**config.mk**
```make
export PLATFORM = sky130hd
export DESIGN_NAME = spalm_top
export DESIGN_NICKNAME = d
export VERILOG_FILES = /design/src/hdl/spalm_pkg.sv /design/src/hdl/spalm_fifo.sv /design/src/hdl/spalm_ir_demod.sv /design/src/hdl/spalm_top.sv
export SDC_FILE = /design/constraint.sdc
export NUM_CORES = 1
export LEC_CHECK = 0
export ABC_AREA = 1
export BUFFER_PORTS_ARGS = -buffer_cell sky130_fd_sc_hd__buf_4
export CORE_ASPECT_RATIO = 1.75
export CORE_UTILIZATION = 51
export DETAILED_ROUTE_END_ITERATION = 10
export GPL_ROUTABILITY_DRIVEN = 0
export GPL_TIMING_DRIVEN = 0
export HOLD_SLACK_MARGIN = 0.1
export PLACE_DENSITY = 0.75
export SLEW_MARGIN = 30
export SYNTH_ARGS = -nofsm -noshare
export SYNTH_HDL_FRONTEND = slang
export SYNTH_SLANG_ARGS = --single-unit
export TNS_END_PERCENT = 10
```
**constraint.sdc**
```tcl
create_clock -name clk_sys_in -period 3.1 [get_ports clk_sys_in]
set_input_delay 0.31 -clock clk_sys_in [delete_from_list [all_inputs] [get_ports clk_sys_in]]
set_output_delay 0.31 -clock clk_sys_in [all_outputs]
set_load 0.03 [all_outputs]
```
**src/hdl/spalm_pkg.sv**
```systemverilog
// Shared constants, modes and carrier types of the alternative line modes
// port. Assumes a single system clock; no register bus, all controls are
// plain ports of the top module.
package spalm_pkg;

    // Line mode field encodings
    localparam logic [3:0] MODE_NORMAL = 4'h0;
    localparam logic [3:0] MODE_RS485 = 4'h1;
    localparam logic [3:0] MODE_MODEM = 4'h3;
    localparam logic [3:0] MODE_T1 = 4'h6;
    localparam logic [3:0] MODE_IRDA = 4'h8;

    // Channel test mode encodings
    localparam logic [1:0] CH_NORMAL = 2'h0;
    localparam logic [1:0] CH_ECHO = 2'h1;
    localparam logic [1:0] CH_LOCAL = 2'h2;
    localparam logic [1:0] CH_REMOTE = 2'h3;

    // Sixteen oversampling slots per bit period
    localparam logic [3:0] SUB_LAST = 4'hf;
    localparam logic [3:0] SAMPLE_SLOT = 4'h7;
    localparam logic [3:0] IR_PULSE_SLOTS = 4'h3;
    localparam logic [2:0] BIT_LAST = 3'h7;

    // Pin synchroniser bit positions
    localparam int PIN_RXD = 0;
    localparam int PIN_CTS = 1;
    localparam int PIN_DCD = 2;
    localparam int PIN_DSR = 3;
    localparam int PIN_RI = 4;
    localparam int PIN_COUNT = 5;

    localparam int DATA_BITS = 8;
    localparam int CD_WIDTH = 16;

    typedef struct packed {
        logic [3:0] mode;
        logic [1:0] chmode;
        logic [CD_WIDTH-1:0] clock_divisor;
        logic [7:0] timeguard;
        logic [7:0] ir_filter;
        logic par_en;
        logic par_odd;
        logic tx_en;
        logic rx_en;
    } spalm_cfg_t;

    typedef struct packed {
        logic ri;
        logic dsr;
        logic dcd;
        logic cts;
    } spalm_modem_t;

    typedef enum logic [2:0] {
        TX_IDLE, TX_START, TX_DATA, TX_PAR, TX_STOP, TX_GUARD
    } spalm_tx_state_t;

    typedef enum logic [2:0] {
        RX_IDLE, RX_START, RX_DATA, RX_PAR, RX_STOP
    } spalm_rx_state_t;

    typedef enum logic [1:0] {
        FLT_IDLE, FLT_COUNT, FLT_HOLD
    } spalm_flt_state_t;

endpackage

```
**src/hdl/spalm_fifo.sv**
```systemverilog
// Transmit character FIFO with valid/ready on both sides.
// Assumes one clock and a synchronous active-high reset.
`timescale 1ns/1ps
`default_nettype none
module spalm_fifo #(
    parameter int WIDTH = 8,
    parameter int DEPTH = 16
) (
    input wire logic clk_sys_in,
    input wire logic srst_in,
    input wire logic [WIDTH-1:0] in_data_in,
    input wire logic in_valid_in,
    output logic in_ready_out,
    output logic [WIDTH-1:0] out_data_out,
    output logic out_valid_out,
    input wire logic out_ready_in
);
    import spalm_pkg::*;

    localparam int AW = $clog2(DEPTH);

    generate
        if (DEPTH < 2 || (1 << AW) != DEPTH || WIDTH < 1) begin : g_chk
            $error("spalm_fifo: DEPTH must be a power of two above 1");
        end
    endgenerate

    typedef struct packed {
        logic [DEPTH-1:0][WIDTH-1:0] mem;
        logic [AW-1:0] wr;
        logic [AW-1:0] rd;
        logic [AW:0] count;
        logic full;
        logic empty;
    } spalm_fifo_st_t;

    spalm_fifo_st_t st;
    spalm_fifo_st_t next_st;
    logic push;
    logic pop;
    logic [AW:0] cnt;

    assign push = in_valid_in && !st.full;
    assign pop = out_ready_in && !st.empty;

    always_comb begin
        next_st = st;
        cnt = st.count;
        if (push) begin
            next_st.mem[st.wr] = in_data_in;
            next_st.wr = st.wr + 1'b1;
        end
        if (pop) begin
            next_st.rd = st.rd + 1'b1;
        end
        if (push && !pop) begin
            cnt = st.count + 1'b1;
        end else if (pop && !push) begin
            cnt = st.count - 1'b1;
        end
        next_st.count = cnt;
        // Flags registered so both ready and valid come from flip-flops
        next_st.full = (cnt == (AW + 1)'(DEPTH));
        next_st.empty = (cnt == '0);
    end

    always_ff @(posedge clk_sys_in) begin
        if (srst_in) begin
            st <= '{mem: '0, wr: '0, rd: '0, count: '0, full: 1'b0,
                    empty: 1'b1};
        end else begin
            st <= next_st;
        end
    end

    assign in_ready_out = !st.full;
    assign out_valid_out = !st.empty;
    assign out_data_out = st.mem[st.rd];

endmodule
`default_nettype wire

```
**src/hdl/spalm_ir_demod.sv**
```systemverilog
// Infrared receive pulse filter and demodulator.
// Assumes line_in is already synchronised to clk_sys_in and os_tick_in is
// the sixteen-per-bit oversampling enable.
`timescale 1ns/1ps
`default_nettype none
module spalm_ir_demod (
    input wire logic clk_sys_in,
    input wire logic srst_in,
    input wire logic enable_in,
    input wire logic line_in,
    input wire logic [7:0] filter_in,
    input wire logic os_tick_in,
    output logic demod_out
);
    import spalm_pkg::*;

    typedef struct packed {
        spalm_flt_state_t fsm;
        logic prev;
        logic [7:0] cnt;
        logic [3:0] slot;
        logic out;
    } spalm_dem_st_t;

    spalm_dem_st_t st;
    spalm_dem_st_t next_st;
    logic fall;
    logic rise;

    assign fall = st.prev && !line_in;
    assign rise = !st.prev && line_in;

    always_comb begin
        next_st = st;
        next_st.prev = line_in;
        case (st.fsm)
            FLT_IDLE: begin
                next_st.cnt = filter_in;
                next_st.out = 1'b1;
                if (fall) begin
                    next_st.fsm = FLT_COUNT;
                end
            end
            FLT_COUNT: begin
                if (rise) begin
                    // Too short: a glitch, not a light pulse
                    next_st.fsm = FLT_IDLE;
                    next_st.cnt = filter_in;
                end else if (st.cnt == 8'h00) begin
                    next_st.fsm = FLT_HOLD;
                    next_st.out = 1'b0;
                    next_st.slot = '0;
                end else begin
                    next_st.cnt = st.cnt - 8'h01;
                end
            end
            FLT_HOLD: begin
                if (fall) begin
                    // Next zero bit arrives before the hold ends: keep low
                    next_st.fsm = FLT_COUNT;
                    next_st.cnt = filter_in;
                end else if (os_tick_in) begin
                    next_st.slot = st.slot + 4'h1;
                    if (st.slot == SUB_LAST) begin
                        // Low held for exactly one bit period
                        next_st.fsm = FLT_IDLE;
                        next_st.out = 1'b1;
                        next_st.cnt = filter_in;
                    end
                end
            end
            default: begin
                next_st.fsm = FLT_IDLE;
            end
        endcase
        if (!enable_in) begin
            next_st.fsm = FLT_IDLE;
            next_st.out = 1'b1;
        end
    end

    always_ff @(posedge clk_sys_in) begin
        if (srst_in) begin
            st <= '{fsm: FLT_IDLE, prev: 1'b1, cnt: '0, slot: '0,
                    out: 1'b1};
        end else begin
            st <= next_st;
        end
    end

    assign demod_out = st.out;

endmodule
`default_nettype wire

```
**src/hdl/spalm_top.sv**
```systemverilog
// Serial port alternative line modes: character engine with smart-card
// T=1 framing, infrared modulator and demodulator, RS485 driver enable,
// modem lines with change flags and the four channel test modes.
// Assumes all pins are asynchronous to clk_sys_in; controls are plain ports
// driven from logic on clk_sys_in.
`timescale 1ns/1ps
`default_nettype none
module spalm_top #(
    parameter int FIFO_DEPTH = 16
) (
    input wire logic clk_sys_in,
    input wire logic srst_in,
    input wire spalm_pkg::spalm_cfg_t cfg_in,
    input wire logic term_ready_on_cmd_in,
    input wire logic term_ready_off_cmd_in,
    input wire logic status_read_in,
    input wire logic reset_status_in,
    input wire logic [7:0] tx_data_in,
    input wire logic tx_valid_in,
    output logic tx_ready_out,
    output logic [7:0] rx_data_out,
    output logic rx_valid_out,
    output logic parity_error_flag_out,
    output logic tx_idle_flag_out,
    output spalm_pkg::spalm_modem_t modem_change_out,
    input wire logic rxd_in,
    input wire logic cts_in,
    input wire logic dcd_in,
    input wire logic dsr_in,
    input wire logic ri_in,
    output logic txd_out,
    output logic rts_out,
    output logic dtr_out
);
    import spalm_pkg::*;

    generate
        if (FIFO_DEPTH < 2) begin : g_chk
            $error("spalm_top: FIFO_DEPTH must be at least 2");
        end
    endgenerate

    typedef struct packed {
        logic [PIN_COUNT-1:0] meta;
        logic [PIN_COUNT-1:0] sync;
        logic [CD_WIDTH-1:0] div_cnt;
        logic os_tick;
        spalm_tx_state_t tx_st;
        logic [3:0] tx_sub;
        logic [2:0] tx_bit;
        logic [7:0] tx_sh;
        logic tx_par;
        logic [7:0] tg_cnt;
        logic tx_line;
        spalm_rx_state_t rx_st;
        logic [3:0] rx_sub;
        logic [2:0] rx_bit;
        logic [7:0] rx_sh;
        logic rx_par;
        logic [7:0] rx_data;
        logic rx_valid;
        logic par_err;
        logic [3:0] mdm_prev;
        spalm_modem_t chg;
        logic txd;
        logic rts;
        logic dtr;
        logic tx_idle;
    } spalm_st_t;

    spalm_st_t st;
    spalm_st_t next_st;

    logic [7:0] fifo_data;
    logic fifo_valid;
    logic fifo_pop;
    logic demod_line;

    logic is_irda;
    logic is_t1;
    logic is_rs485;
    logic is_modem;
    logic par_used;
    logic par_odd;
    logic tx_allowed;
    logic rx_on;
    logic rx_line;
    logic ir_pulse;
    logic [3:0] mdm_now;

    assign is_irda = (cfg_in.mode == MODE_IRDA);
    assign is_t1 = (cfg_in.mode == MODE_T1);
    assign is_rs485 = (cfg_in.mode == MODE_RS485);
    assign is_modem = (cfg_in.mode == MODE_MODEM);
    // T=1 ignores the programmed parity and always uses even parity
    assign par_used = is_t1 || cfg_in.par_en;
    assign par_odd = is_t1 ? 1'b0 : cfg_in.par_odd;
    // In modem mode a new character waits while CTS is inactive; the one in flight ends
    assign tx_allowed = cfg_in.tx_en && (cfg_in.chmode != CH_REMOTE)
                        && !(is_modem && st.sync[PIN_CTS]);
    assign rx_on = cfg_in.rx_en && (cfg_in.chmode != CH_REMOTE);
    assign mdm_now = {st.sync[PIN_RI], st.sync[PIN_DSR], st.sync[PIN_DCD],
                      st.sync[PIN_CTS]};
    // Start on a tick so the first slot, and its light pulse, is whole
    assign fifo_pop = (st.tx_st == TX_IDLE) && fifo_valid && tx_allowed
                      && st.os_tick;

    spalm_fifo #(
        .WIDTH(DATA_BITS),
        .DEPTH(FIFO_DEPTH)
    ) u_fifo (
        .clk_sys_in(clk_sys_in),
        .srst_in(srst_in),
        .in_data_in(tx_data_in),
        .in_valid_in(tx_valid_in),
        .in_ready_out(tx_ready_out),
        .out_data_out(fifo_data),
        .out_valid_out(fifo_valid),
        .out_ready_in(fifo_pop)
    );

    spalm_ir_demod u_demod (
        .clk_sys_in(clk_sys_in),
        .srst_in(srst_in),
        .enable_in(is_irda),
        .line_in(st.sync[PIN_RXD]),
        .filter_in(cfg_in.ir_filter),
        .os_tick_in(st.os_tick),
        .demod_out(demod_line)
    );

    // Receiver input selection per channel mode
    always_comb begin
        case (cfg_in.chmode)
            CH_LOCAL: rx_line = st.tx_line;
            CH_NORMAL,
            CH_ECHO: rx_line = is_irda ? demod_line
                                       : st.sync[PIN_RXD];
            default: rx_line = 1'b1;
        endcase
    end

    // A zero lights the diode for the first three of sixteen slots
    assign ir_pulse = (st.tx_st != TX_IDLE) && (st.tx_st != TX_GUARD)
                      && !st.tx_line
                      && (st.tx_sub < IR_PULSE_SLOTS);

    always_comb begin
        next_st = st;

        // Two-flop synchronisers on every pin input
        next_st.meta = {ri_in, dsr_in, dcd_in, cts_in, rxd_in};
        next_st.sync = st.meta;

        // Oversampling divider: one enable per sixteenth of a bit; the
        // full divisor width covers the slowest infrared rates too
        next_st.os_tick = 1'b0;
        if (cfg_in.clock_divisor == '0) begin
            next_st.div_cnt = '0;
        end else if (st.div_cnt >= cfg_in.clock_divisor - 1'b1) begin
            next_st.div_cnt = '0;
            next_st.os_tick = 1'b1;
        end else begin
            next_st.div_cnt = st.div_cnt + 1'b1;
        end

        // Transmitter
        if (fifo_pop) begin
            next_st.tx_st = TX_START;
            next_st.tx_sh = fifo_data;
            next_st.tx_sub = '0;
            next_st.tx_bit = '0;
            next_st.tx_par = 1'b0;
            next_st.tx_line = 1'b0;
        end else if (st.os_tick && st.tx_st != TX_IDLE) begin
            next_st.tx_sub = st.tx_sub + 4'h1;
            if (st.tx_sub == SUB_LAST) begin
                case (st.tx_st)
                    TX_START: begin
                        next_st.tx_st = TX_DATA;
                        next_st.tx_line = st.tx_sh[0];
                    end
                    TX_DATA: begin
                        next_st.tx_par = st.tx_par ^ st.tx_sh[0];
                        next_st.tx_sh = {1'b0, st.tx_sh[7:1]};
                        next_st.tx_bit = st.tx_bit + 3'h1;
                        if (st.tx_bit == BIT_LAST) begin
                            if (par_used) begin
                                next_st.tx_st = TX_PAR;
                                next_st.tx_line = st.tx_par ^ st.tx_sh[0]
                                                  ^ par_odd;
                            end else begin
                                next_st.tx_st = TX_STOP;
                                next_st.tx_line = 1'b1;
                            end
                        end else begin
                            next_st.tx_line = st.tx_sh[1];
                        end
                    end
                    TX_PAR: begin
                        next_st.tx_st = TX_STOP;
                        next_st.tx_line = 1'b1;
                    end
                    TX_STOP: begin
                        // Single stop bit, then the optional timeguard
                        if (cfg_in.timeguard != 8'h00) begin
                            next_st.tx_st = TX_GUARD;
                            next_st.tg_cnt = cfg_in.timeguard;
                        end else begin
                            next_st.tx_st = TX_IDLE;
                        end
                    end
                    TX_GUARD: begin
                        next_st.tg_cnt = st.tg_cnt - 8'h01;
                        if (st.tg_cnt == 8'h01) begin
                            next_st.tx_st = TX_IDLE;
                        end
                    end
                    default: begin
                        next_st.tx_st = TX_IDLE;
                        next_st.tx_line = 1'b1;
                    end
                endcase
            end
        end
        // Guard bits count as busy so the driver stays on through them
        next_st.tx_idle = (next_st.tx_st == TX_IDLE) && !fifo_valid;

        // Receiver: samples in the middle of each bit period
        next_st.rx_valid = 1'b0;
        if (!rx_on) begin
            next_st.rx_st = RX_IDLE;
        end else if (st.rx_st == RX_IDLE) begin
            if (!rx_line) begin
                next_st.rx_st = RX_START;
                next_st.rx_sub = '0;
                next_st.rx_bit = '0;
                next_st.rx_par = 1'b0;
            end
        end else if (st.os_tick) begin
            next_st.rx_sub = st.rx_sub + 4'h1;
            if (st.rx_sub == SAMPLE_SLOT) begin
                case (st.rx_st)
                    RX_START: begin
                        if (rx_line) begin
                            next_st.rx_st = RX_IDLE;
                        end
                    end
                    RX_DATA: begin
                        next_st.rx_sh = {rx_line, st.rx_sh[7:1]};
                        next_st.rx_par = st.rx_par ^ rx_line;
                    end
                    RX_PAR: begin
                        next_st.rx_par = st.rx_par ^ rx_line;
                    end
                    RX_STOP: begin
                        next_st.rx_st = RX_IDLE;
                        next_st.rx_data = st.rx_sh;
                        next_st.rx_valid = 1'b1;
                        if (par_used && (st.rx_par ^ par_odd)) begin
                            next_st.par_err = 1'b1;
                        end
                    end
                    default: begin
                        next_st.rx_st = RX_IDLE;
                    end
                endcase
            end else if (st.rx_sub == SUB_LAST) begin
                case (st.rx_st)
                    RX_START: next_st.rx_st = RX_DATA;
                    RX_DATA: begin
                        next_st.rx_bit = st.rx_bit + 3'h1;
                        if (st.rx_bit == BIT_LAST) begin
                            next_st.rx_st = par_used ? RX_PAR : RX_STOP;
                        end
                    end
                    RX_PAR: next_st.rx_st = RX_STOP;
                    default: next_st.rx_st = st.rx_st;
                endcase
            end
        end
        // A same-cycle error survives the clear only if the flag was not set before
        if (reset_status_in && !(next_st.par_err && !st.par_err)) begin
            next_st.par_err = 1'b0;
        end

        // Modem change flags: a change in the read cycle survives
        next_st.mdm_prev = mdm_now;
        next_st.chg = status_read_in ? '0 : st.chg;
        if (is_modem) begin
            next_st.chg = next_st.chg | (mdm_now ^ st.mdm_prev);
        end

        // Terminal ready: disable wins if both commands come together
        if (is_modem && term_ready_on_cmd_in) begin
            next_st.dtr = 1'b0;
        end
        if (is_modem && term_ready_off_cmd_in) begin
            next_st.dtr = 1'b1;
        end

        // Request to send
        if (is_rs485) begin
            next_st.rts = !next_st.tx_idle;
        end else if (is_modem) begin
            next_st.rts = !cfg_in.tx_en;
        end else begin
            next_st.rts = 1'b1;
        end

        // Transmit pin per channel mode; in CH_NORMAL the infrared line idles dark
        case (cfg_in.chmode)
            CH_NORMAL: next_st.txd = is_irda ? ir_pulse
                                             : st.tx_line;
            CH_ECHO: next_st.txd = st.sync[PIN_RXD];
            CH_LOCAL: next_st.txd = 1'b1;
            default: next_st.txd = st.sync[PIN_RXD];
        endcase
    end

    always_ff @(posedge clk_sys_in) begin
        if (srst_in) begin
            st <= '{meta: '1, sync: '1, div_cnt: '0, os_tick: 1'b0,
                    tx_st: TX_IDLE, tx_sub: '0, tx_bit: '0, tx_sh: '0,
                    tx_par: 1'b0, tg_cnt: '0, tx_line: 1'b1,
                    rx_st: RX_IDLE, rx_sub: '0, rx_bit: '0, rx_sh: '0,
                    rx_par: 1'b0, rx_data: '0, rx_valid: 1'b0,
                    par_err: 1'b0, mdm_prev: '1, chg: '0, txd: 1'b1,
                    rts: 1'b1, dtr: 1'b1, tx_idle: 1'b1};
        end else begin
            st <= next_st;
        end
    end

    assign rx_data_out = st.rx_data;
    assign rx_valid_out = st.rx_valid;
    assign parity_error_flag_out = st.par_err;
    assign tx_idle_flag_out = st.tx_idle;
    assign modem_change_out = st.chg;
    assign txd_out = st.txd;
    assign rts_out = st.rts;
    assign dtr_out = st.dtr;

endmodule
`default_nettype wire

```
# Word-level counts from Yosys, hierarchy flattened

Cells that the tools add are included.

$add $sub $neg: 13
$lt $le $gt $ge: 5
Equal/unequal tests: 44
Muxes and demuxes: 73
Bitwise logic cells: 12
Reduce and logical (&&, ||, !) cells: 85

Operators by type and width:

| kind                    | number |
|---|---|
| $bwmux W128             | 1 |
| $mux W8                 | 8 |
| $mux W19                | 2 |
| $mux W3                 | 12 |
| $bmux W8 S4             | 1 |
| $demux W8 S4            | 1 |
| $mux W10                | 3 |
| $mux W29                | 1 |
| $mux W28                | 1 |
| $mux W5                 | 5 |
| $reduce_and A5 Y1       | 5 |
| $logic_and A1 B1 Y1     | 24 |
| $pmux W8 S3             | 1 |
| $mux W21                | 1 |
| $add A4 B1 Y4 const B   | 5 |
| $reduce_bool A2 Y1      | 10 |
| $reduce_or A2 Y1        | 9 |
| $add A16 B1 Y16 const B | 1 |
| $eq A4 B4 Y1 const B    | 4 |
| $ge A16 B16 Y1          | 1 |
| $logic_not A16 Y1       | 1 |
| $mux W1                 | 16 |
| $pmux W8 S2             | 1 |
| $sub A16 B1 Y16 const B | 1 |
| 53 further kinds        | 117 |

Flip-flop bits (word level): 255
Input port bits: 62
Output and inout bits: 19

# Depth between registers and ports, before layout

Gate-level depths: netlist of run 1.

Word-level depth: 14
Depth in mapped cells: 17
Gate-level depth less buffers: 17

# Modules after synthesis

A second synthesis of run 1 with hierarchy kept.

Cells, all modules: 1,824
Area total of the unflattened synthesis: 12,807.3 um^2

Modules (own cells, without submodules):

| module         | times used | cells each | area an instance (um^2) |
|---|---|---|---|
| spalm_fifo     | 1          | 914        | 6,391.1 |
| spalm_top      | 1          | 727        | 5,303.8 |
| spalm_ir_demod | 1          | 183        | 1,112.3 |

# Worst setup path after synthesis of run 1

Ideal clock, no wire load.

Path kind: input-to-reg
Start: input port cfg_in[20] in the netlist's numbering
End: register st[76] in the netlist's numbering
Library setup time: 0.116 ns
Arrival time: 2.580 ns
Data required time: 2.984 ns
Path slack: 0.404 ns
Cell stages on the path: 15
Path buffers: 1
Path through: inv_1 -> ha_1 -> nand2_1 -> nor2_1 -> nand3b_1 -> nor4_1 -> xor2_1 -> inv_1 -> ha_1 -> nand4_1 -> nor3_1 -> nand3_1 -> nand4_1 -> buf_2 -> nor2_1

Longest elaborated chain between the ends: 3

Ends and longest elaborated chain:

| what                                  | line             | text |
|---|---|---|
| from (decl)                           | spalm_top.sv:13  | `input wire spalm_pkg::spalm_cfg_t cfg_in,` |
| $sub A16 B1 Y16                       | spalm_top.sv:160 | `end else if (st.div_cnt >= cfg_in.clock_divisor - 1'b1) begin` |
| $ge A16 B16 Y1                        | spalm_top.sv:160 |  |
| $reduce_or A3 Y1 (no source line) (*) | -                |  |
| to (signal assigned)                  | spalm_top.sv:323 | `st <= '{meta: '1, sync: '1, div_cnt: '0, os_tick: 1'b0,` |
| to (signal assigned)                  | spalm_top.sv:331 | `st <= next_st;` |
| to (decl)                             | spalm_top.sv:71  | `spalm_st_t st;` |

Every way passes the cells marked *; elsewhere a longest branch is shown, timed or not.
A chain may end at the register's enable or synchronous reset.

# Final worst setup path of run 1

Same ends and word-level chain as after synthesis.

==> impl_metrics.tcl, run 1 <==
set metrics [dict create \
    status "finished, final reports clean" \
    layout-drive-gt1-share 0.1014 \
    syn_area_sq_um 12560 \
    setup_violations 0 \
    regArea_sq_um 5105 \
    yosys.area_share.simple 0.2496 \
    num_io_pins 81 \
    viasPerCell 5.527 \
    core_sq_um 24120 \
    hold_class "primary input to flop" \
    gr-total-overflow 0 \
    die_area_sq_um 25280 \
    grt_max_degree 15 \
    finalHoldViolCount 0 \
    synthXorXnorAreaFrac 0.03068 \
    synth.distinct_cells 47 \
    antenna_found_initial 0 \
    fin_crit_ns 2.573 \
    drc 0 \
    cap_violations 0 \
    startpoint_type "primary input" \
    cp.buffers_inverters 4 \
    crit_family "simple AND/OR/NAND/NOR gates" \
    grt_pass1_wl_microns 59230 \
    finalNetCount 2014 \
    ys.flop_type "dfxtp_1" \
    slew_headroom 0.3433 \
    synth_top_family_by_area "simple AND/OR/NAND/NOR gates" \
    ys_seq_area_frac 0.4065 \
    synth-async-reset-ratio 0 \
    num_rows 75 \
    crit_start "cfg_in[20]" \
    h-tree-depth 1 \
    fin_skew_ns 0.01209 \
    yosys.area.top_type_share 0.4065 \
    synth_adder_area_share 0.03586 \
    yosys_warnings 0 \
    nFillCells 2223 \
    initial_core_util 0.5208 \
    numCtsBuffers 25 \
    irDropWorstVdd_uv 351.0 \
    synthesis.instances 1792 \
    clockBufferDepth 3 \
    arrival_ns 2.99 \
    dp_hpwl_microns 27730 \
    tightest_slew_ns 0.9851 \
    cts_sinks 255 \
    fin_crit_sh 0.8301 \
    hold_start "cfg_in[39]" \
    post_drt_wl_per_cell_microns 16.99 \
    syn_avg_cell_area_sq_um 7.009 \
    slew_violations 0 \
    p_leak_nw 6.220 \
    antenna_left 0 \
    end_kind "flop" \
    clock-root-buffer "clkbuf_16" \
    synth_top_area_cell "dfxtp_1" \
    die_y_microns 209.6 \
    place_inst 2179 \
    r2r-start "u_fifo.st[11]$_SDFFE_PP0P_" \
    ys_ff_latch 255 \
    drtIter0Drc 1121 \
    syn2layout_area_growth_pct 15.57 \
    clk_pin_slew_worst_paths_ns 0.06 \
    rr_worst_depth 9 \
    yosysMostFrequentCell "nor2_1" \
    required_ns 3.52 \
    crit_fanout 10 \
    instances_no_fill 2241 \
    grt_usage 0.3000 \
    crit_slowest_cell "ha_1" \
    synth_fp_nets 1890 \
    synthMuxAreaShare 0 \
    cp_slowest_stage_delay_ns 0.29 \
    worstPathCellList "buf_4 > inv_1 > ha_1 > nand2_1 > nor2_1 > nand3b_1 > nor4_1 > xor2_1 > inv_1 > ha_1 > nand4_1 > nor3_2 > nand3_1 > nand4_1 > buf_2 > nor2_1" \
    cp.depth 16 \
    grt_pass1_vias 11913 \
    dr_total_vias 12385 \
    first_pass_iters 8 \
    crit_type "primary input to flop" \
    synth_common_cells "336 x nor2_1, 255 x dfxtp_1, 235 x nand2_1" \
    synth_edf_count 0 \
    synth_compound_area_frac 0.1877 \
    power_density_nw_per_um2 479.4 \
    cts_tree "built" \
    hold_depth 4 \
    synthTopCellsByArea "dfxtp_1 41%, nor2_1 10%, o21ai_0 8.9%" \
    finalPower_mw 6.958 \
    io_buffers 79 \
    max_freq_ghz 0.3886 \
    rsz0062_at_grt "false" \
    multi_input_area_sq_um 6332 \
    die_x_microns 120.6 \
    routed_wl_microns 38070 \
    antenna_cells 0 \
    clk_latency_ns 0.53 \
]
==> kinds of logic (layout without fill, tap and decap cells) <==
group | count (synthesis) | in the layout
adders and majority gates | 36 | 36
and+or+nand+nor | 738 | 738
AOI/OAI and AO/OA | 439 | 439
DFF | 255 | 255
buffers and inverters | 280 | 421
xor gates and xnor gates | 44 | 44
==> power by group <==
part           internal (mW)  leakage, nW  total [mW]  switching, mW
Combinational          0.208         3.77       0.593          0.385
Clock                   1.71        0.386        2.98           1.27
Sequential              3.35         2.07        3.38         0.0382
Total                   5.26         6.22        6.96           1.69
==> area by class of cell <==
cell class                      instances  area share
Inverter                              195     0.05051
Sequential cell                       255      0.3517
Buffer                                 85     0.02715
Tap cell                              308     0.02655
Clock buffer                           38     0.05060
Multi-Input combinational cell       1257      0.4363
Clock inverter                          6    0.004138
Timing Repair Buffer                   97     0.05310
==> worst register-to-register path, delay by kind of cell, from the launching register on <==
family          cells  cell delay (ns)
fa+ha+maj           1             0.17
simple gates        3             0.77
compound gates      2             0.31
buf+inv             3             0.53
flops               1             0.39
==> state kept, by name, indices dropped and copies added (netlist names), 4 cells and up <==
register,count
u_fifo.st,143
mdm_now,4
next_st,5
modem_change_out,4
rx_data_out,8
u_demod.st,15
st,69
==> metal layers <==
layer | global-route usage | vias to the layer above | part of all wire
met5 | 0 | - | 0
met4 | 0.2290 | 0 | 0.082
met3 | 0.03723 | 176 | 0.053
met2 | 0.5472 | 473 | 0.51
met1 | 0.3062 | 5644 | 0.36
li1 | - | 6092 | -
==> layout by cell type, fill, tap and decap left out, drive strengths merged, types with 7 or more instances in the layout <==
cell         count
a211oi           7
a21oi          152
a31oi            7
buf            109
clkbuf          94
clkinv           7
dfxtp          255
dlygate4sd3     17
ha              36
inv            191
nand2          240
nand3           93
nand4            9
nor2           347
nor3            24
o211ai          35
o21ai          226
or2             17
xnor2           16
xor2            28
==> path summary, 6_finish.rpt <==
path / slack, ns / endpoint
max: 0.53 / st[76]$_SDFF_PP0_
min: 0.11 / rts_out$_SDFF_PP1_
max reg2reg: 0.81 / u_fifo.st[45]$_SDFFE_PP0P_
min reg2reg: 0.41 / mdm_now[1]$_SDFF_PP1_
==> stage by stage <==
step                area [sq um]  worst slack, ns  setup TNS (ns)  hold WS [ns]    util
finish                     14520           0.5267               0        0.1061  0.6019
global route               14520           0.2144               0        0.1174  0.6019
global placement           13540          -0.2874          -2.889        0.3931  0.5613
floorplan                  12560           0.4043               0        0.3895       -
detailed placement         13540          -0.3300          -3.524        0.3949  0.5613
CTS                        14500           0.1988               0        0.1018  0.6013
==> what timing repair did <==
| item | CTS | global route |
|---|---|---|
| setup buffers | 0 | 1 |
| endpoints found under the setup margin | 0 | 10 |
| hold endpoints to repair | 18 | 0 |
| gates resized for setup | 0 | 1 |
| hold buffers | 17 | 0 |
Note: power is estimated with default switching activity, not from simulation.
==> inputs of run 2 (changes only) <==
ABC_AREA = 0   (was 1)
clock period = 2.66 ns   (was 3.1 ns; I/O delays follow)
==> run 2 against run 1 <==
Against the previous run: hold slack better by 0.019 ns; synthesized area shrank 4.1%; design area down 1.6%; wire length decreased by 21%; non-clock buffer count is 10 higher; clock-buffer cell count is 7 lower; sequential power increased by 16%; clock skew increased by 0.0021 ns; register-to-register slack got worse by 0.73 ns; synthesized cell count fell by 29%; critical endpoint is now u_fifo.st[1]$_SDFF_PP0_; largest power group unchanged; highest routed layer unchanged.
==> impl_metrics.tcl, run 2 <==
set metrics [dict create \
    max_freq_ghz 0.3872 \
    r2r-end "u_fifo.st[1]$_SDFF_PP0_" \
    finalHoldViolCount 0 \
    num_rows 74 \
    rrSetupSlack_ns 0.08 \
    routed_wl_microns 30020 \
    fin_crit_sh 0.9709 \
    post_drt_wl_per_cell_microns 17.43 \
    hold_start "cfg_in[19]" \
    ys_seq_area_frac 0.4239 \
    antenna_found_initial 0 \
    io_buffers 79 \
    r2r-start "st[66]$_SDFF_PP0_" \
    arrival_ns 3.00 \
    grt_usage 0.2510 \
    cts_tree "built" \
    core_sq_um 23240 \
    syn_area_sq_um 12040 \
    syn2layout_area_growth_pct 18.65 \
    tightest_slew_ns 1.047 \
    largest-register "u_fifo.st" \
    synth.distinct_cells 62 \
    cap_violations 0 \
    yosysMostFrequentCell "dfxtp_1" \
    synth_common_cells "255 x dfxtp_1, 250 x nor2_1, 149 x mux2i_1" \
    largest_register_ffs 143 \
    drtIter0Drc 483 \
    die_area_sq_um 24260 \
    crit_fanout 10 \
    crit_type "flop to flop" \
    finalPower_mw 8.247 \
    clk_latency_ns 0.53 \
    clockBufferDepth 3 \
    initial_core_util 0.5182 \
    die_y_microns 205.3 \
    clk_pin_slew_worst_paths_ns 0.06 \
    antenna_left 0 \
    status "finished, final reports clean" \
    ys_ff_latch 255 \
    num_io_pins 81 \
    utilization 0.6148 \
    fin_crit_ns 2.582 \
    slew_headroom 0.2995 \
    grt_max_degree 16 \
    yosys.area.top_type_share 0.4239 \
    whs_ns 0.1252 \
    required_ns 3.08 \
    finalNetCount 1500 \
    antenna_cells 0 \
    power_density_nw_per_um2 577.1 \
    cts_sinks 255 \
    setup_violations 0 \
    gr-total-overflow 0 \
    drc 0 \
    grt_pass1_vias 10039 \
    layout_common_cells "255 x dfxtp_1, 239 x nor2_1, 149 x mux2i_1" \
    numCtsBuffers 24 \
    synth_top_area_cell "dfxtp_1" \
    rr_worst_depth 9 \
    p_leak_nw 5.579 \
    fin_skew_ns 0.01418 \
    dr_total_vias 9706 \
    dp_hpwl_microns 22500 \
    syn_avg_cell_area_sq_um 9.528 \
    synth-async-reset-ratio 0 \
    ys.flop_type "dfxtp_1" \
    first_pass_iters 4 \
    end_kind "flop" \
    synth_edf_count 0 \
    final.setup.tns_ns 0 \
    slew_violations 0 \
    final_common_cell "dfxtp_1" \
    layout-drive-gt1-share 0.1573 \
    synthesis.instances 1264 \
    h-tree-depth 1 \
    die_x_microns 118.2 \
    startpoint_type "flop" \
    synth_fp_nets 1362 \
    clock-root-buffer "clkbuf_16" \
    reg_top3 "u_fifo.st x143, st x69, u_demod.st x15" \
    hold_class "primary input to flop" \
    viasPerCell 5.636 \
    nFillCells 1987 \
    yosys_warnings 0 \
    grt_pass1_wl_microns 48490 \
    synthTopCellsByArea "dfxtp_1 42%, mux2i_1 12%, nor2_1 7.8%" \
    hold_path_end "st[49]$_SDFFE_PP0P_" \
    irDropWorstVdd_uv 454.3 \
    hold_depth 4 \
]
-- run 2: cell types whose count changed after synthesis, moves of 86 or more --
cell     before  now
a21oi_1     152   47
inv_1       183   19
o21ai_0     223   37
mux2i_1       0  149
nor2_1      336  250
nand2_1     235   60
-- run 2: area by class of cell --
class / count / area, sq um / area share
buffer: 80 / 375.4 / 0.02627
clock buffer: 31 / 688.2 / 0.04816
clock inverter: 11 / 171.4 / 0.01200
inverter: 19 / 71.32 / 0.004991
multi-input combinational: 910 / 6579 / 0.4604
sequential: 255 / 5105 / 0.3573
tap: 304 / 380.4 / 0.02662
timing repair buffer: 112 / 918.4 / 0.06427
-- run 2: per-stage QoR --
step | area, sq um | worst slack (ns) | cells
5_1_grt | 14290 | -0.003259 | 1722
2_1_floorplan | 12060 | 0.02016 | 1264
3_3_place_gp | 13040 | -0.4718 | 1647
4_1_cts | 14250 | -0.02407 | 1722
3_5_place_dp | 13060 | -0.5527 | 1647
6_report | 14290 | 0.07750 | 1722
-- run 2: worst max path at each step --
stage	from	endpoint	slack [ns]
3_3_place_gp	cfg_in[20]	st[80]$_SDFF_PP0_	-0.47
6_report	st[66]$_SDFF_PP0_	u_fifo.st[1]$_SDFF_PP0_	0.08
4_1_cts	cfg_in[27]	st[80]$_SDFF_PP0_	-0.02
5_1_grt	cfg_in[27]	st[80]$_SDFF_PP0_	-0.003
2_1_floorplan	cfg_in[27]	st[77]$_SDFF_PP0_	0.02
3_5_place_dp	cfg_in[20]	st[80]$_SDFF_PP0_	-0.55
-- run 2: timing repair --
| item | in CTS | in global routing |
|---|---|---|
| endpoints found under the setup margin | 13 | 14 |
| hold buffers | 31 | 0 |
| buffers inserted | 2 | 0 |
| pin swaps | 1 | 0 |
| hold endpoints to repair | 68 | 0 |
| resized for setup | 3 | 9 |
-- run 2: worst max-delay path: stages, from the launching register on --
cell and delay, ns:
dfxtp_1 0.30, buf_2 0.17, or3_4 0.38, buf_6 0.14, a2111o_1 0.42, clkbuf_1 0.32, mux2i_1 0.19, o41ai_1 0.12
nand3_1 0.14, nor3_1 0.28
-- run 2: power breakdown --
part / internal, mW / leakage, nW / switching [mW]
logic: 0.270 / 3.11 / 0.338
registers: 3.87 / 2.06 / 0.0469
clock network: 2.22 / 0.404 / 1.50
total: 6.36 / 5.58 / 1.88
-- run 2: cell families (layout without fill, tap and decap cells) --
logic type,Yosys count,in the layout,share of synthesized area
buf+inv,99,253,0.03636
simple gates,470,470,0.1785
flops,255,255,0.4239
compound gates,162,162,0.08738
mux,190,190,0.1986
xor+xnor,52,52,0.03782
fa+ha+maj,36,36,0.03740
-- run 2: layer usage --
layer | part of all wire | global-route usage
met5 | 0 | 0
met4 | 0.056 | 0.1584
met3 | 0.037 | 0.02882
met2 | 0.56 | 0.5097
met1 | 0.35 | 0.2322
==> inputs of run 3 (changes only) <==
PLACE_DENSITY = 0.69   (was 0.75)
==> run 3 against run 2 <==
Against the previous run: critical path depth is 1 lower; hold slack worse by 0.0044 ns; critical endpoint unchanged; wire length is 0.80% higher; largest power group unchanged; first-iteration DRC count is 1.7% higher; non-clock buffer count is 1 lower; global-route usage is 0.23 points higher; highest routed layer unchanged; total power is 1.8% lower.
==> impl_metrics.tcl, run 3 (synthesis results as in run 2) <==
set metrics [dict create \
    status "finished, final reports clean" \
    whs_ns 0.1208 \
    core_sq_um 23240 \
    clk_pin_slew_worst_paths_ns 0.06 \
    die_area_sq_um 24260 \
    io_buffers 79 \
    antenna_cells 0 \
    preCtsSetupSlack_ns -0.4938 \
    first_pass_iters 6 \
    r2r-end "u_fifo.st[1]$_SDFF_PP0_" \
    h-tree-depth 1 \
    dp_hpwl_microns 22340 \
    finalHoldViolCount 0 \
    finalPower_mw 8.096 \
    p_leak_nw 5.575 \
    setup_violations 0 \
    grt_pass1_vias 9764 \
    worst_slack_ns 0.1134 \
    hold_start "cfg_in[5]" \
    arrival_ns 2.96 \
    hold_class "primary input to flop" \
    grt_max_degree 15 \
    tightest_slew_ns 0.8907 \
    crit_type "flop to flop" \
    r2r-start "st[66]$_SDFF_PP0_" \
    final_common_cell "dfxtp_1" \
    startpoint_type "flop" \
    clock-root-buffer "clkbuf_16" \
    grt_use_met2 0.5074 \
    cts_tree "built" \
    rr_worst_depth 8 \
    initial_core_util 0.5182 \
    grt_usage 0.2534 \
    crit_fanout 9 \
    layout-drive-gt1-share 0.1589 \
    top_usage_layer "met2" \
    rrSetupSlack_ns 0.11 \
    largest-register "u_fifo.st" \
    cts_sinks 255 \
    end_kind "flop" \
    hold_depth 3 \
    irDropWorstVdd_uv 407.9 \
    rsz0062_at_grt "false" \
    antenna_left 0 \
    antenna_found_initial 0 \
    power_density_nw_per_um2 568.8 \
    grtUsageMet3 0.02384 \
    required_ns 3.07 \
    gr-total-overflow 0 \
    dr_total_vias 9658 \
    viasPerCell 5.615 \
    routed_wl_microns 30260 \
    die_y_microns 205.3 \
    syn2layout_area_growth_pct 18.20 \
    nFillCells 2044 \
    largest_register_ffs 143 \
    drtIter0Drc 491 \
    clockBufferDepth 3 \
    utilization 0.6125 \
    num_io_pins 81 \
    post_drt_wl_per_cell_microns 17.59 \
    fin_skew_ns 0.01049 \
    cap_violations 0 \
    layout_common_cells "255 x dfxtp_1, 238 x nor2_1, 149 x mux2i_1" \
    globalRouteMet1Util 0.2578 \
    die_x_microns 118.2 \
    fin_crit_sh 0.9574 \
    slew_headroom 0.3981 \
    grt_pass1_wl_microns 49130 \
    finalNetCount 1499 \
    numCtsBuffers 24 \
    reg_top3 "u_fifo.st x143, st x69, u_demod.st x15" \
    slew_violations 0 \
    max_freq_ghz 0.3927 \
    fin_crit_ns 2.547 \
    final_area_sq_um 14230 \
    num_rows 74 \
    drc 0 \
    placed_area_sq_um 13060 \
    clk_latency_ns 0.53 \
    hold_path_end "u_demod.st[6]$_SDFFE_PP0P_" \
]
==> run 3: cell count changes in the layout (fill, tap and decap cells not counted), sizes merged <==
cell and delta:
clkbuf +5, clkinv +1, dlygate4sd3 -3, bufinv -2
clkinvlp -4, buf +1
==> run 3: how the worst max path moves through the flow <==
stage / start / end / slack, ns / cells past startpoint
floorplan: cfg_in[27] / st[77]$_SDFF_PP0_ / 0.02 / 12
finish: st[66]$_SDFF_PP0_ / u_fifo.st[1]$_SDFF_PP0_ / 0.11 / 8
global placement: cfg_in[27] / st[84]$_SDFF_PP0_ / -0.43 / 13
global route: u_fifo.st[7]$_SDFFE_PP0P_ / st[52]$_SDFFE_PP0P_ / 0.008 / 6
detailed placement: cfg_in[27] / st[81]$_SDFF_PP0_ / -0.49 / 13
CTS: cfg_in[27] / st[77]$_SDFF_PP0_ / 0.01 / 13
==> run 3: timing repair <==
item,4_1_cts,5_1_grt
hold endpoints to repair,66,0
hold buffers,28,0
buffers inserted,3,1
endpoints found under the setup margin,9,11
gates resized for setup,3,9
pin swaps,1,1
==> run 3: layout make-up <==
type	count	area (sq um)	share of cell area
tap	304	380.4	0.02672
buffer	80	375.4	0.02637
clock buffer	35	733.2	0.05151
timing repair buffer	111	903.4	0.06346
inverter	19	71.32	0.005010
clock inverter	6	82.58	0.005801
multi-input combinational	910	6584	0.4625
sequential	255	5105	0.3586
==> run 3: where the power goes <==
| part | internal [mW] | switching (mW) |
|---|---|---|
| combinational | 0.268 | 0.342 |
| sequential | 3.88 | 0.0468 |
| clock | 2.09 | 1.47 |
==> run 3: worst max-delay path: stages (launching register included) <==
cell and delay, ns:
dfxtp_1 0.29, buf_2 0.17, or3_4 0.38, buf_6 0.14, a2111o_1 0.43, or4_1 0.52, o21ai_2 0.09, xnor2_1 0.12
nor3_1 0.28
==> run 3: layer usage <==
| layer | wire [microns] | part of all wire | vias up |
|---|---|---|---|
| li1 | - | - | 4718 |
| met1 | 11250 | 0.37 | 4638 |
| met2 | 16790 | 0.55 | 224 |
| met3 | 1032 | 0.034 | 78 |
| met4 | 1181 | 0.039 | 0 |
| met5 | 0 | 0 | - |
==> run 3: stage by stage <==
step / instances / TNS (ns)
6_report: 1720 / 0
5_1_grt: 1720 / 0
3_5_place_dp: 1647 / -8.263
4_1_cts: 1719 / 0
2_1_floorplan: 1264 / 0
3_3_place_gp: 1647 / -7.250
